**src/rtl/atacpi_params.svh**
```systemverilog
// Constants of the ATA command and PIO interface
// Assumes inclusion by the core only
`ifndef ATACPI_PARAMS_SVH
`define ATACPI_PARAMS_SVH

// ----------------------------------------------------------------
// Host register addresses, DA(2:0)
// ----------------------------------------------------------------
`define ATACPI_A_DATA     3'h0
`define ATACPI_A_FEAT     3'h1
`define ATACPI_A_SCNT     3'h2
`define ATACPI_A_SNUM     3'h3
`define ATACPI_A_CYLL     3'h4
`define ATACPI_A_CYLH     3'h5
`define ATACPI_A_DEVH     3'h6
`define ATACPI_A_CMD      3'h7
`define ATACPI_A_DEVCTL   3'h6

// ----------------------------------------------------------------
// Bit positions
// ----------------------------------------------------------------
`define ATACPI_B_DEV      4
`define ATACPI_B_SRST     2
`define ATACPI_B_NIEN     1
`define ATACPI_B_MCR      3
`define ATACPI_B_ABRT     2

// ----------------------------------------------------------------
// Command codes
// ----------------------------------------------------------------
`define ATACPI_C_PWR      8'he5
`define ATACPI_C_LOCK     8'hde
`define ATACPI_C_UNLOCK   8'hdf
`define ATACPI_C_EJECT    8'hed
`define ATACPI_C_DIAG     8'h90
`define ATACPI_C_IDENT    8'hec
`define ATACPI_C_RDMUL    8'hc4
`define ATACPI_C_WRMUL    8'hc5

// ----------------------------------------------------------------
// Result and reset values
// ----------------------------------------------------------------
`define ATACPI_SC_STANDBY 8'h00
`define ATACPI_SC_IDLE    8'hff
`define ATACPI_ERR_DIAG   8'h01
`define ATACPI_RST_CTRL   2'h0

// ----------------------------------------------------------------
// Avalon register byte offsets and fields
// ----------------------------------------------------------------
`define ATACPI_R_CTRL     5'h00
`define ATACPI_R_ISTAT    5'h04
`define ATACPI_R_IMASK    5'h08
`define ATACPI_R_CMD      5'h0c
`define ATACPI_R_DONE     5'h10
`define ATACPI_R_DATA     5'h14
`define ATACPI_B_DRQ      8
`define ATACPI_B_DOUT     9

// ----------------------------------------------------------------
// Timing
// ----------------------------------------------------------------
`define ATACPI_CLK_NS     25
`define ATACPI_MINCYC_NS  120
`define ATACPI_TRD_NS     5

`endif

```
**src/rtl/atacpi_pkg.sv**
```systemverilog
// Types of the ATA command and PIO interface
// Assumes the constants header sits beside it
package atacpi_pkg;
   typedef enum logic [3:0] {
      OP_NOP, OP_PWR, OP_LOCK, OP_UNLOCK, OP_EJECT, OP_DIAG, OP_IDENT,
      OP_RDMUL, OP_WRMUL, OP_READ, OP_WRITE, OP_REASGN, OP_OTHER, OP_BAD
   } atacpi_op_t;
   typedef enum logic [1:0] {ST_IDLE, ST_EXEC, ST_FW} atacpi_st_t;
endpackage

```
**src/rtl/atacpi_sync.sv**
```systemverilog
// Three-stage input synchroniser with agreement filter
// Assumes asynchronous inputs and one clock domain
`timescale 1ns/1ps
module atacpi_sync #(
   parameter int           W   = 1,
   parameter logic [W-1:0] RST = '0
)(
   // Clock and reset
   input  wire logic         i_clk,
   input  wire logic         i_nrst,
   // Data
   input  wire logic [W-1:0] i_d,
   output logic      [W-1:0] o_q
);
   logic [W-1:0] s1_ff;
   logic [W-1:0] s2_ff;
   logic [W-1:0] s3_ff;
   logic [W-1:0] q_ff;
   wire  [W-1:0] agree = ~(s2_ff ^ s3_ff);
   wire  [W-1:0] nxt_q = (agree & s3_ff) | (~agree & q_ff);

   if (W < 1) begin : g_chk
      $error("atacpi_sync: width must be positive");
   end

   always_ff @(posedge i_clk or negedge i_nrst) begin
      if (!i_nrst) begin
         s1_ff <= RST;
         s2_ff <= RST;
         s3_ff <= RST;
         q_ff  <= RST;
      end else begin
         s1_ff <= i_d;
         s2_ff <= s1_ff;
         s3_ff <= s2_ff;
         q_ff  <= nxt_q;
      end
   end
   assign o_q = q_ff;
endmodule

```
**src/rtl/atacpi_core.sv**
```systemverilog
// Device-side ATA command interpreter and PIO register port
// Assumes host strobes on pins and firmware on Avalon-MM
//
// Overview of operation
// - Serve PIO and register cycles at 120 ns
// - Data register 16 bits, command registers 8
// - Device lengthens cycles by dropping IORDY
// - IORDY kept high when data ready
// - Hold IORDY low; drive data tRD first
// - Decode every supported command code
// - Status register valid at every completion
// - Power query E5h ignores other inputs
// - Power query returns 00h standby, FFh idle
// - Good completion: BSY low, DRDY high, ERR low
// - Error completion sets ERR, DRDY; clears DRQ
// - Lock: lock; error too if already locked and button active
// - Unlock, eject, reset clear lock; button flagged
// - Error bit 3 removal request, bit 2 abort
// - Status read clears pending host interrupt
`timescale 1ns/1ps
`include "atacpi_params.svh"
module atacpi_core
   import atacpi_pkg::*;
#(
   parameter logic P_DEV    = 1'b0,
   parameter int   P_TRD_NS = `ATACPI_TRD_NS
)(
   // Clock and reset
   input  wire logic        i_clk,
   input  wire logic        i_nrst,
   // Host ATA port
   input  wire logic        i_cs0_n,
   input  wire logic        i_cs1_n,
   input  wire logic [2:0]  i_da,
   input  wire logic        i_dior_n,
   input  wire logic        i_diow_n,
   input  wire logic [15:0] i_dd,
   output logic      [15:0] o_dd,
   output logic             o_dd_oe,
   output logic             o_iordy,
   output logic             o_intrq,
   // Drive mechanics
   input  wire logic        i_media_change_requested,
   // Avalon-MM slave
   input  wire logic [4:0]  i_avs_address,
   input  wire logic        i_avs_read,
   input  wire logic        i_avs_write,
   input  wire logic [31:0] i_avs_writedata,
   input  wire logic [3:0]  i_avs_byteenable,
   output logic      [31:0] o_avs_readdata,
   output logic             o_avs_waitrequest,
   output logic             o_irq
);
   // ----------------------------------------------------------------
   // Timing constants
   // ----------------------------------------------------------------
   localparam int TRD_RAW = (P_TRD_NS + `ATACPI_CLK_NS - 1) / `ATACPI_CLK_NS;
   localparam int TRD_CLK = (TRD_RAW < 1) ? 1 : TRD_RAW;
   localparam int MINCYC_CLK = `ATACPI_MINCYC_NS / `ATACPI_CLK_NS;
   // extra clock lets DD lead IORDY
   localparam logic [3:0] TRD_CNT = 4'(TRD_CLK + 1);

   // strobe pulses must fit the filter
   if (MINCYC_CLK < 4 || TRD_CLK > 14) begin : g_chk
      $error("atacpi_core: clock too slow for 120 ns cycles");
   end

   // ----------------------------------------------------------------
   // Pin synchronisers
   // ----------------------------------------------------------------
   logic [7:0]  ctl_q;
   logic [15:0] dd_q;
   atacpi_sync #(.W(8), .RST(8'hff)) u_sync_ctl (
      .i_clk  (i_clk),
      .i_nrst (i_nrst),
      .i_d    ({i_cs0_n, i_cs1_n, i_da, i_dior_n, i_diow_n,
                ~i_media_change_requested}),
      .o_q    (ctl_q)
   );
   atacpi_sync #(.W(16), .RST(16'h0000)) u_sync_dd (
      .i_clk  (i_clk),
      .i_nrst (i_nrst),
      .i_d    (i_dd),
      .o_q    (dd_q)
   );

   // ----------------------------------------------------------------
   // State
   // ----------------------------------------------------------------
   atacpi_st_t  st_ff;
   atacpi_op_t  op_ff;
   logic [4:0]  adr_ff;
   logic [15:0] dd_ff;
   logic [1:0]  strb_ff;
   logic        btn_ff;
   logic [7:0]  feat_ff, scnt_ff, snum_ff, cyll_ff, cylh_ff, devh_ff;
   logic [7:0]  cmd_ff, err_reg_ff;
   logic        err_ff, drq_ff, dout_ff, drdy_ff, pend_ff;
   logic        srst_ff, nien_ff, locked_ff, mcr_seen_ff;
   logic [15:0] word_ff, host_word_ff;
   logic        word_vld_ff, hw_vld_ff;
   logic [3:0]  trd_ff;
   logic [1:0]  ctrl_ff;
   logic [3:0]  istat_ff, imask_ff;
   logic        ack_ff;
   logic [31:0] rdata_ff;
   logic [15:0] dd_out_ff;

   // ----------------------------------------------------------------
   // Host cycle decode
   // ----------------------------------------------------------------
   wire        btn_q    = ~ctl_q[0];
   wire        dior_n_q = ctl_q[2];
   wire        diow_n_q = ctl_q[1];
   wire        rd_end   = ~strb_ff[1] & dior_n_q;
   wire        wr_end   = ~strb_ff[0] & diow_n_q;
   wire [2:0]  da       = adr_ff[2:0];
   wire        cmdblk   = ~adr_ff[4] & adr_ff[3];
   wire        ctlblk   = adr_ff[4] & ~adr_ff[3];
   wire        dev_sel  = devh_ff[`ATACPI_B_DEV] == P_DEV;
   wire        bsy      = (st_ff != ST_IDLE) | srst_ff;
   wire        wr_ok    = wr_end & cmdblk & ~bsy;
   wire        sel_data = cmdblk & (da == `ATACPI_A_DATA);
   wire        sel_cmd  = cmdblk & (da == `ATACPI_A_CMD);
   wire        sel_ctl  = ctlblk & (da == `ATACPI_A_DEVCTL);
   wire        cmd_go   = wr_ok & sel_cmd & dev_sel & ~drq_ff;
   wire        dctl_wr  = wr_end & sel_ctl;
   wire        sts_rd   = rd_end & sel_cmd & dev_sel;
   wire        data_wr  = wr_end & sel_data & drq_ff & dout_ff;
   wire        data_rd  = rd_end & sel_data & drq_ff & ~dout_ff;
   wire        btn_rise = btn_q & ~btn_ff;
   wire [7:0]  status   = {bsy, drdy_ff, ctrl_ff[1], 1'b0,
                           drq_ff, 2'b00, err_ff};

   function automatic atacpi_op_t f_decode(input logic [7:0] c);
      case (c)
         8'h00:           f_decode = OP_NOP;
         `ATACPI_C_PWR:   f_decode = OP_PWR;
         `ATACPI_C_LOCK:  f_decode = OP_LOCK;
         `ATACPI_C_UNLOCK:f_decode = OP_UNLOCK;
         `ATACPI_C_EJECT: f_decode = OP_EJECT;
         `ATACPI_C_DIAG:  f_decode = OP_DIAG;
         `ATACPI_C_IDENT: f_decode = OP_IDENT;
         `ATACPI_C_RDMUL: f_decode = OP_RDMUL;
         `ATACPI_C_WRMUL: f_decode = OP_WRMUL;
         8'h20, 8'h21:    f_decode = OP_READ;
         8'h30, 8'h31:    f_decode = OP_WRITE;
         8'hf8, 8'hfb, 8'hfc: f_decode = OP_REASGN;
         8'h92, 8'h91, 8'he3, 8'he1, 8'hda, 8'h40, 8'h41, 8'h70,
         8'hef, 8'hc6, 8'he6, 8'he2, 8'he0, 8'hf0, 8'hc0:
                          f_decode = OP_OTHER;
         default:         f_decode = OP_BAD;
      endcase
   endfunction

   // ----------------------------------------------------------------
   // Command execution
   // ----------------------------------------------------------------
   wire hw_op   = (op_ff == OP_PWR) | (op_ff == OP_LOCK) |
                  (op_ff == OP_UNLOCK) | (op_ff == OP_BAD);
   wire in_exec = (st_ff == ST_EXEC) & ~srst_ff;
   wire mcr_hit = btn_q | mcr_seen_ff;

   // Avalon decode
   wire        avs_req  = i_avs_read | i_avs_write;
   wire        avs_wr   = i_avs_write & ack_ff;
   wire        avs_rd   = i_avs_read & ack_ff;
   wire [31:0] wd       = i_avs_writedata;
   wire        lane0    = i_avs_byteenable[0];
   wire        lane01   = &i_avs_byteenable[1:0];
   wire        fw_done  = avs_wr & lane01 & ~srst_ff &
                          (i_avs_address == `ATACPI_R_DONE) &
                          ((st_ff == ST_FW) | drq_ff);
   wire        fw_drq   = fw_done & wd[`ATACPI_B_DRQ];

   wire [7:0] hw_err = (op_ff == OP_BAD) ? 8'h04 :
                       ((op_ff == OP_LOCK) & locked_ff & mcr_hit) ?
                       8'h08 : 8'h00;
   wire       hw_comp = in_exec & hw_op;
   wire       comp    = hw_comp | (fw_done & ~fw_drq);
   wire [7:0] nxt_err = hw_comp ? hw_err : wd[7:0];

   always_ff @(posedge i_clk or negedge i_nrst) begin
      if (!i_nrst) begin
         st_ff <= ST_IDLE;
         op_ff <= OP_NOP;
         cmd_ff <= 8'h00;
      end else if (srst_ff) begin
         st_ff <= ST_IDLE;
      end else begin
         unique case (st_ff)
            ST_IDLE: if (cmd_go) begin
               st_ff  <= ST_EXEC;
               cmd_ff <= dd_ff[7:0];
               op_ff  <= f_decode(dd_ff[7:0]);
            end
            ST_EXEC: st_ff <= hw_op ? ST_IDLE : ST_FW;
            ST_FW:   if (fw_done) st_ff <= ST_IDLE;
         endcase
      end
   end

   // status and error bits at completion
   always_ff @(posedge i_clk or negedge i_nrst) begin
      if (!i_nrst) begin
         err_reg_ff <= `ATACPI_ERR_DIAG;
         err_ff     <= 1'b0;
         drq_ff     <= 1'b0;
         dout_ff    <= 1'b0;
         drdy_ff    <= 1'b0;
      end else if (srst_ff) begin
         err_reg_ff <= `ATACPI_ERR_DIAG;
         err_ff     <= 1'b0;
         drq_ff     <= 1'b0;
      end else begin
         if (cmd_go) err_ff <= 1'b0;
         if (fw_drq) begin
            drq_ff  <= 1'b1;
            dout_ff <= wd[`ATACPI_B_DOUT];
         end else if (comp) begin
            // good end clears ERR, sets DRDY
            // error end sets ERR, clears DRQ
            err_reg_ff <= nxt_err;
            err_ff     <= |nxt_err;
            drq_ff     <= 1'b0;
            drdy_ff    <= 1'b1;
         end else if (avs_wr & lane0 & (i_avs_address == `ATACPI_R_CTRL))
            drdy_ff <= wd[2];
      end
   end

   // unlock, eject and reset release it
   always_ff @(posedge i_clk or negedge i_nrst) begin
      if (!i_nrst) begin
         locked_ff   <= 1'b0;
         mcr_seen_ff <= 1'b0;
      end else begin
         if (in_exec & (op_ff == OP_LOCK)) locked_ff <= 1'b1;
         else if (in_exec & ((op_ff == OP_UNLOCK) | (op_ff == OP_EJECT)))
            locked_ff <= 1'b0;
         if (locked_ff & btn_rise) mcr_seen_ff <= 1'b1;
         else if (cmd_go | ~locked_ff) mcr_seen_ff <= 1'b0;
      end
   end

   // ----------------------------------------------------------------
   // Host registers
   // ----------------------------------------------------------------
   always_ff @(posedge i_clk or negedge i_nrst) begin
      if (!i_nrst) begin
         {feat_ff, snum_ff, cyll_ff, cylh_ff, devh_ff} <= 40'h0;
         scnt_ff <= 8'h00;
         srst_ff <= 1'b0;
         nien_ff <= 1'b0;
      end else begin
         if (wr_ok & (da == `ATACPI_A_FEAT)) feat_ff <= dd_ff[7:0];
         if (wr_ok & (da == `ATACPI_A_SNUM)) snum_ff <= dd_ff[7:0];
         if (wr_ok & (da == `ATACPI_A_CYLL)) cyll_ff <= dd_ff[7:0];
         if (wr_ok & (da == `ATACPI_A_CYLH)) cylh_ff <= dd_ff[7:0];
         if (wr_ok & ~sel_ctl & (da == `ATACPI_A_DEVH))
            devh_ff <= dd_ff[7:0];
         if (in_exec & (op_ff == OP_PWR))
            scnt_ff <= ctrl_ff[0] ? `ATACPI_SC_IDLE : `ATACPI_SC_STANDBY;
         else if (wr_ok & (da == `ATACPI_A_SCNT)) scnt_ff <= dd_ff[7:0];
         if (dctl_wr) begin
            srst_ff <= dd_ff[`ATACPI_B_SRST];
            nien_ff <= dd_ff[`ATACPI_B_NIEN];
         end
      end
   end

   // status read clears pending, set wins
   always_ff @(posedge i_clk or negedge i_nrst) begin
      if (!i_nrst) pend_ff <= 1'b0;
      else if (comp | fw_drq) pend_ff <= 1'b1;
      else if (sts_rd | srst_ff) pend_ff <= 1'b0;
   end
   assign o_intrq = pend_ff & ~nien_ff;

   // ----------------------------------------------------------------
   // PIO data path and IORDY
   // ----------------------------------------------------------------
   wire wait_w = drq_ff & (dout_ff ? hw_vld_ff : ~word_vld_ff);

   always_ff @(posedge i_clk or negedge i_nrst) begin
      if (!i_nrst) begin
         word_vld_ff  <= 1'b0;
         hw_vld_ff    <= 1'b0;
         host_word_ff <= 16'h0000;
         trd_ff       <= 4'h0;
      end else begin
         // data register takes all 16 lines
         if (data_wr) host_word_ff <= dd_ff;
         if (data_wr) hw_vld_ff <= 1'b1;
         else if (avs_rd & (i_avs_address == `ATACPI_R_DATA))
            hw_vld_ff <= 1'b0;
         if (avs_wr & lane01 & (i_avs_address == `ATACPI_R_DATA))
            word_vld_ff <= 1'b1;
         else if (data_rd | srst_ff) word_vld_ff <= 1'b0;
         // IORDY low while the device is not ready
         // data stands tRD before IORDY returns
         if (wait_w) trd_ff <= 4'h0;
         else if (trd_ff != TRD_CNT) trd_ff <= trd_ff + 4'h1;
      end
   end
   assign o_iordy = trd_ff == TRD_CNT;

   wire [15:0] rd_mux =
      sel_data                        ? word_ff :
      ctlblk                          ? {8'h00, status} :
      (da == `ATACPI_A_FEAT)          ? {8'h00, err_reg_ff} :
      (da == `ATACPI_A_SCNT)          ? {8'h00, scnt_ff} :
      (da == `ATACPI_A_SNUM)          ? {8'h00, snum_ff} :
      (da == `ATACPI_A_CYLL)          ? {8'h00, cyll_ff} :
      (da == `ATACPI_A_CYLH)          ? {8'h00, cylh_ff} :
      (da == `ATACPI_A_DEVH)          ? {8'h00, devh_ff} :
                                        {8'h00, status};

   always_ff @(posedge i_clk or negedge i_nrst) begin
      if (!i_nrst) begin
         adr_ff    <= 5'h1f;
         dd_ff     <= 16'h0000;
         strb_ff   <= 2'h3;
         btn_ff    <= 1'b0;
         dd_out_ff <= 16'h0000;
         word_ff   <= 16'h0000;
      end else begin
         adr_ff    <= ctl_q[7:3];
         dd_ff     <= dd_q;
         strb_ff   <= {dior_n_q, diow_n_q};
         btn_ff    <= btn_q;
         dd_out_ff <= rd_mux;
         if (avs_wr & lane01 & (i_avs_address == `ATACPI_R_DATA))
            word_ff <= wd[15:0];
      end
   end
   assign o_dd    = dd_out_ff;
   assign o_dd_oe = ~dior_n_q & ~strb_ff[1] & dev_sel & (cmdblk | sel_ctl);

   // ----------------------------------------------------------------
   // Avalon registers and firmware interrupt
   // ----------------------------------------------------------------
   wire [3:0] ev = {btn_rise & ~locked_ff, data_rd, data_wr,
                    in_exec & ~hw_op};
   wire [3:0] ist_clr = (avs_wr & lane0 &
                         (i_avs_address == `ATACPI_R_ISTAT)) ?
                        wd[3:0] : 4'h0;
   wire [31:0] avs_mux =
      (i_avs_address == `ATACPI_R_CTRL)  ? {29'h0, drdy_ff, ctrl_ff} :
      (i_avs_address == `ATACPI_R_ISTAT) ? {28'h0, istat_ff} :
      (i_avs_address == `ATACPI_R_IMASK) ? {28'h0, imask_ff} :
      (i_avs_address == `ATACPI_R_CMD)   ?
         {18'h0, locked_ff, bsy, op_ff, cmd_ff} :
      (i_avs_address == `ATACPI_R_DONE)  ?
         {22'h0, dout_ff, drq_ff, err_reg_ff} :
      (i_avs_address == `ATACPI_R_DATA)  ?
         {15'h0, hw_vld_ff, host_word_ff} : 32'h0;

   always_ff @(posedge i_clk or negedge i_nrst) begin
      if (!i_nrst) begin
         ack_ff   <= 1'b0;
         rdata_ff <= 32'h0;
         ctrl_ff  <= `ATACPI_RST_CTRL;
         istat_ff <= 4'h0;
         imask_ff <= 4'h0;
      end else begin
         ack_ff   <= avs_req & ~ack_ff;
         if (i_avs_read & ~ack_ff) rdata_ff <= avs_mux;
         if (avs_wr & lane0 & (i_avs_address == `ATACPI_R_CTRL))
            ctrl_ff <= wd[1:0];
         if (avs_wr & lane0 & (i_avs_address == `ATACPI_R_IMASK))
            imask_ff <= wd[3:0];
         istat_ff <= (istat_ff & ~ist_clr) | ev;
      end
   end
   assign o_avs_waitrequest = avs_req & ~ack_ff;
   assign o_avs_readdata    = rdata_ff;
   assign o_irq             = |(istat_ff & imask_ff);
endmodule

```
**config.mk**
```make
export PLATFORM = sky130hd
export DESIGN_NAME = atacpi_core
export DESIGN_NICKNAME = d
export VERILOG_FILES = /design/src/rtl/atacpi_pkg.sv /design/src/rtl/atacpi_sync.sv /design/src/rtl/atacpi_core.sv
export VERILOG_INCLUDE_DIRS = /design/src /design/src/rtl
export SDC_FILE = /design/constraint.sdc
export NUM_CORES = 1
export LEC_CHECK = 0
export BUFFER_PORTS_ARGS = -buffer_cell sky130_fd_sc_hd__buf_2
export CORE_MARGIN = 2
export CORE_UTILIZATION = 33
export CTS_CLUSTER_DIAMETER = 120
export DETAILED_ROUTE_END_ITERATION = 7
export PLACE_DENSITY = 0.5
export SLEW_MARGIN = 20
export SYNTH_ARGS = -nofsm -noshare
export SYNTH_HDL_FRONTEND = slang
export SYNTH_HIERARCHICAL = 1
export SYNTH_SLANG_ARGS = --single-unit
```
**constraint.sdc**
```tcl
create_clock -name i_clk -period 2.5 [get_ports i_clk]
set_clock_uncertainty 0.15 [all_clocks]
set_input_delay 0.5 -clock i_clk [delete_from_list [all_inputs] [get_ports i_clk]]
set_output_delay 0.5 -clock i_clk [all_outputs]
set_load 0.005 [all_outputs]
```
==> metrics.txt <==
status complete, no violations; Antenna Cells 0; CP bufs+invs 2; fmax 410 MHz; Post-Syn Instances 911; largest net degree at the start of global routing 67; Synth Area in Compound Gates 0.102; P&R area growth vs syn 24.1%; Slew Viols, Final 0; Core Util, Final 0.415; CP cell instances buf_6 -> nor2_1 -> a31oi_1 -> nor4_2 -> buf_2; post-synthesis mux area share 0.0927; sw frac 0.261; Reg clk slew, reported paths 0.06 ns; # IOs about 120; CP required ~1.9 ns; largest family of logic cells by synthesized area simple AND/OR/NAND/NOR gates; Post-Synth Adder-Cell Area 0.0297; Post-DP HPWL 18500 um; DR iter-0 viols 438; normalized max-slew margin 0.613; # H-tree levels 1; Die H between 150 and 200 um; Logic pwr share 0.154; Post-DP Area 12500 um2; Worst Path Arrival 1.79 ns; row count 67; Cell Int Power 0.00886 W; crit path launch adr_ff[0]; first drt pass iteration count 6; first-pass GRT wire length 42600 um; RSZ-0062 raised after global routing false; Worst Setup End Kind output pin; TritonCTS clock tree built; Initial Utilization 0.334; setup ws final 0.0609 ns; root buffer cell clkbuf_16; post-synthesis xor/xnor area fraction 0.00312; setup tns final 0 ns; via count 7518; Post-synth ARST share 1.00; share of power burned in registers 0.447; Overall Global Routing Usage 0.152; Worst Max-Slew Pin Slew 0.580 ns; Post-synth top flop dfrtp_1; grt total ovfl 0; min-delay src i_avs_writedata[14]; initial antenna violation count 0; core box area 33500 um2; die width 188 um; Pwr Density 862 nW/um2; final hold vios 0; nets between 1000 and 1500; Min Hold Slack ~0.033 ns; # setup viols final 0; Routed Wire Length approximately 27000 um; Top delay family on crit path flip-flops; Tcrit/Tclk final 0.976; port buffer count 88; minimum clock period approximately 2.4 ns; vias in the first global route 7401; Setup crit start kind flop; pre-CTS setup slack 0.171 ns; worst-path maximum fanout 16; fin area 13900 um2; Min-Delay Path Class input pin to flop; Final GP Congestion 0.837; Post-Synth Simple-Gate Area 0.123; full die area approximately 35000 um2; Yosys cell types 84; via/cell ratio ~4.9; CP max stage delay approximately 0.56 ns; Switch Pwr about 0.0031 W; share of cells above drive strength 1 0.328; clock share of power 0.399; DRC 0; Pleak approximately 6.3 nW; mapped cell area 11200 um2; Avg WL per Cell approximately 17 um; Slowest cell on crit path dfstp_2; sequential fraction of the synthesis area 0.614; max-cap violations 0; r2r startpoint adr_ff[1]; peak supply drop roughly 0.47 mV; filler cell count 3226; CTS Buf Count 30; Clock Path Buffers 3; YS warnings 6; Multi-input gate area 4010 um2; Worst-Skew Late Latency between 0.5 and 0.6 ns; Avg Inst Size Synth 12.3 um2; FF/Latch Area 6880 um2; CP Class flop to output pin; Num Clock Sinks 273; Routed Antenna Nets 0; Seq cells post-synth 273; number of synthesized flops with an enable pin 0
-- cells in the final DEF (no fill, tap or decap), types with 25 or more instances in the layout --
cell           instances
o21ai_0               41
dlygate4sd3_1         25
dfstp_2               40
dfrtp_1              233
clkbuf_16             31
nand2_1               77
a21oi_1               44
buf_2                 87
nor2_1                47
mux2_2                67
buf_4                 47
-- Yosys cell counts (8+ instances only) --
cell,instances,area [um2]
a21oi_1,44,220
a22oi_1,10,75.1
and2_1,11,68.8
buf_2,15,75.1
buf_4,17,128
clkbuf_1,23,86.3
dfrtp_1,233,5830
dfstp_2,40,1050
inv_1,15,56.3
maj3_2,24,270
mux2_2,67,754
mux2i_1,24,240
nand2_1,77,289
nand2b_1,16,100
nand3_1,9,45.0
nor2_1,47,176
nor2b_1,12,75.1
nor3_1,21,105
nor3b_1,11,82.6
nor4_1,8,50.1
o21ai_0,41,205
o22ai_1,9,56.3
-- layer usage --
layer | GRT usage | vias up | share of wire
met3 | 0.0266 | 43 | 0.045
met2 | 0.241 | 163 | 0.46
met4 | 0.0424 | 0 | 0.022
li1 | - | 3545 | -
met5 | 0 | - | 0
met1 | 0.214 | 3767 | 0.47
-- power by group through the flow --
stage                     clock [W]  sequential, W  combinational [W]
after floorplan                   0        0.00527            0.00120
after global placement            0        0.00543            0.00179
after detailed placement          0        0.00544            0.00181
after CTS                   0.00494        0.00536            0.00187
after global routing        0.00515        0.00543            0.00207
final                       0.00479        0.00536            0.00184
-- registers in the layout, indices dropped and copies added, names as in the netlist, 4 cells and up, named ones only --
name,flops
u_sync_dd/s3_ff,16
imask_ff,4
scnt_ff,8
word_ff,16
err_reg_ff,8
dd_ff,16
istat_ff,4
adr_ff,5
snum_ff,8
devh_ff,8
cyll_ff,8
o_dd,16
u_sync_dd/s1_ff,16
cmd_ff,8
host_word_ff,16
cylh_ff,8
u_sync_dd/s2_ff,16
trd_ff,4
u_sync_ctl/s2_ff,8
u_sync_ctl/s3_ff,8
op_ff,4
o_avs_readdata,17
u_sync_ctl/s1_ff,8
-- area by class of cell --
type                       count  area share
multi-input combinational    573       0.288
tap                          448      0.0403
timing repair buffer         172      0.0933
inverter                      16     0.00432
clock inverter                16      0.0175
clock buffer                  40      0.0618
sequential                   273       0.495
-- logic make-up (layout without fill, tap and decap cells) --
group                    count (synthesis)  in the layout
AO/OA/AOI/OAI                          174            174
flip-flops                             273            273
multiplexers                            94             94
adder cells (fa/ha/maj)                 29             29
XOR/XNOR                                 4              4
AND/OR/NAND/NOR                        257            257
buffers and inverters                   79            244
other                                    1             15
-- final timing paths --
kind	depth (start not counted)	slack, ns	to
worst max register to register	6	0.13	st_ff[1]
worst min register to register	0	0.19	u_sync_dd/s2_ff[0]
worst max-delay path	5	0.06	o_dd_oe
worst min-delay path	2	0.03	word_ff[14]
min in group asynchronous	2	0.38	cyll_ff[6]
max in group asynchronous	3	1.12	u_sync_ctl/s1_ff[7]
-- timing repair --
action                                  4_1_cts  5_1_grt
hold buffers                                 25        0
setup buffers                                 1        0
gates resized for setup                       2        2
endpoints found under the setup margin        1        1
hold endpoints to repair                     60        0
cloned                                        1        0
-- metrics by stage --
step / std cells / total power (W)
3_3_place_gp: 1455 / 0.00722
3_5_place_dp: 1455 / 0.00725
4_1_cts: 1538 / 0.0122
6_report: 1538 / 0.0120
2_1_floorplan: 925 / 0.00648
5_1_grt: 1538 / 0.0126
Power figures use the tool's default switching activity.
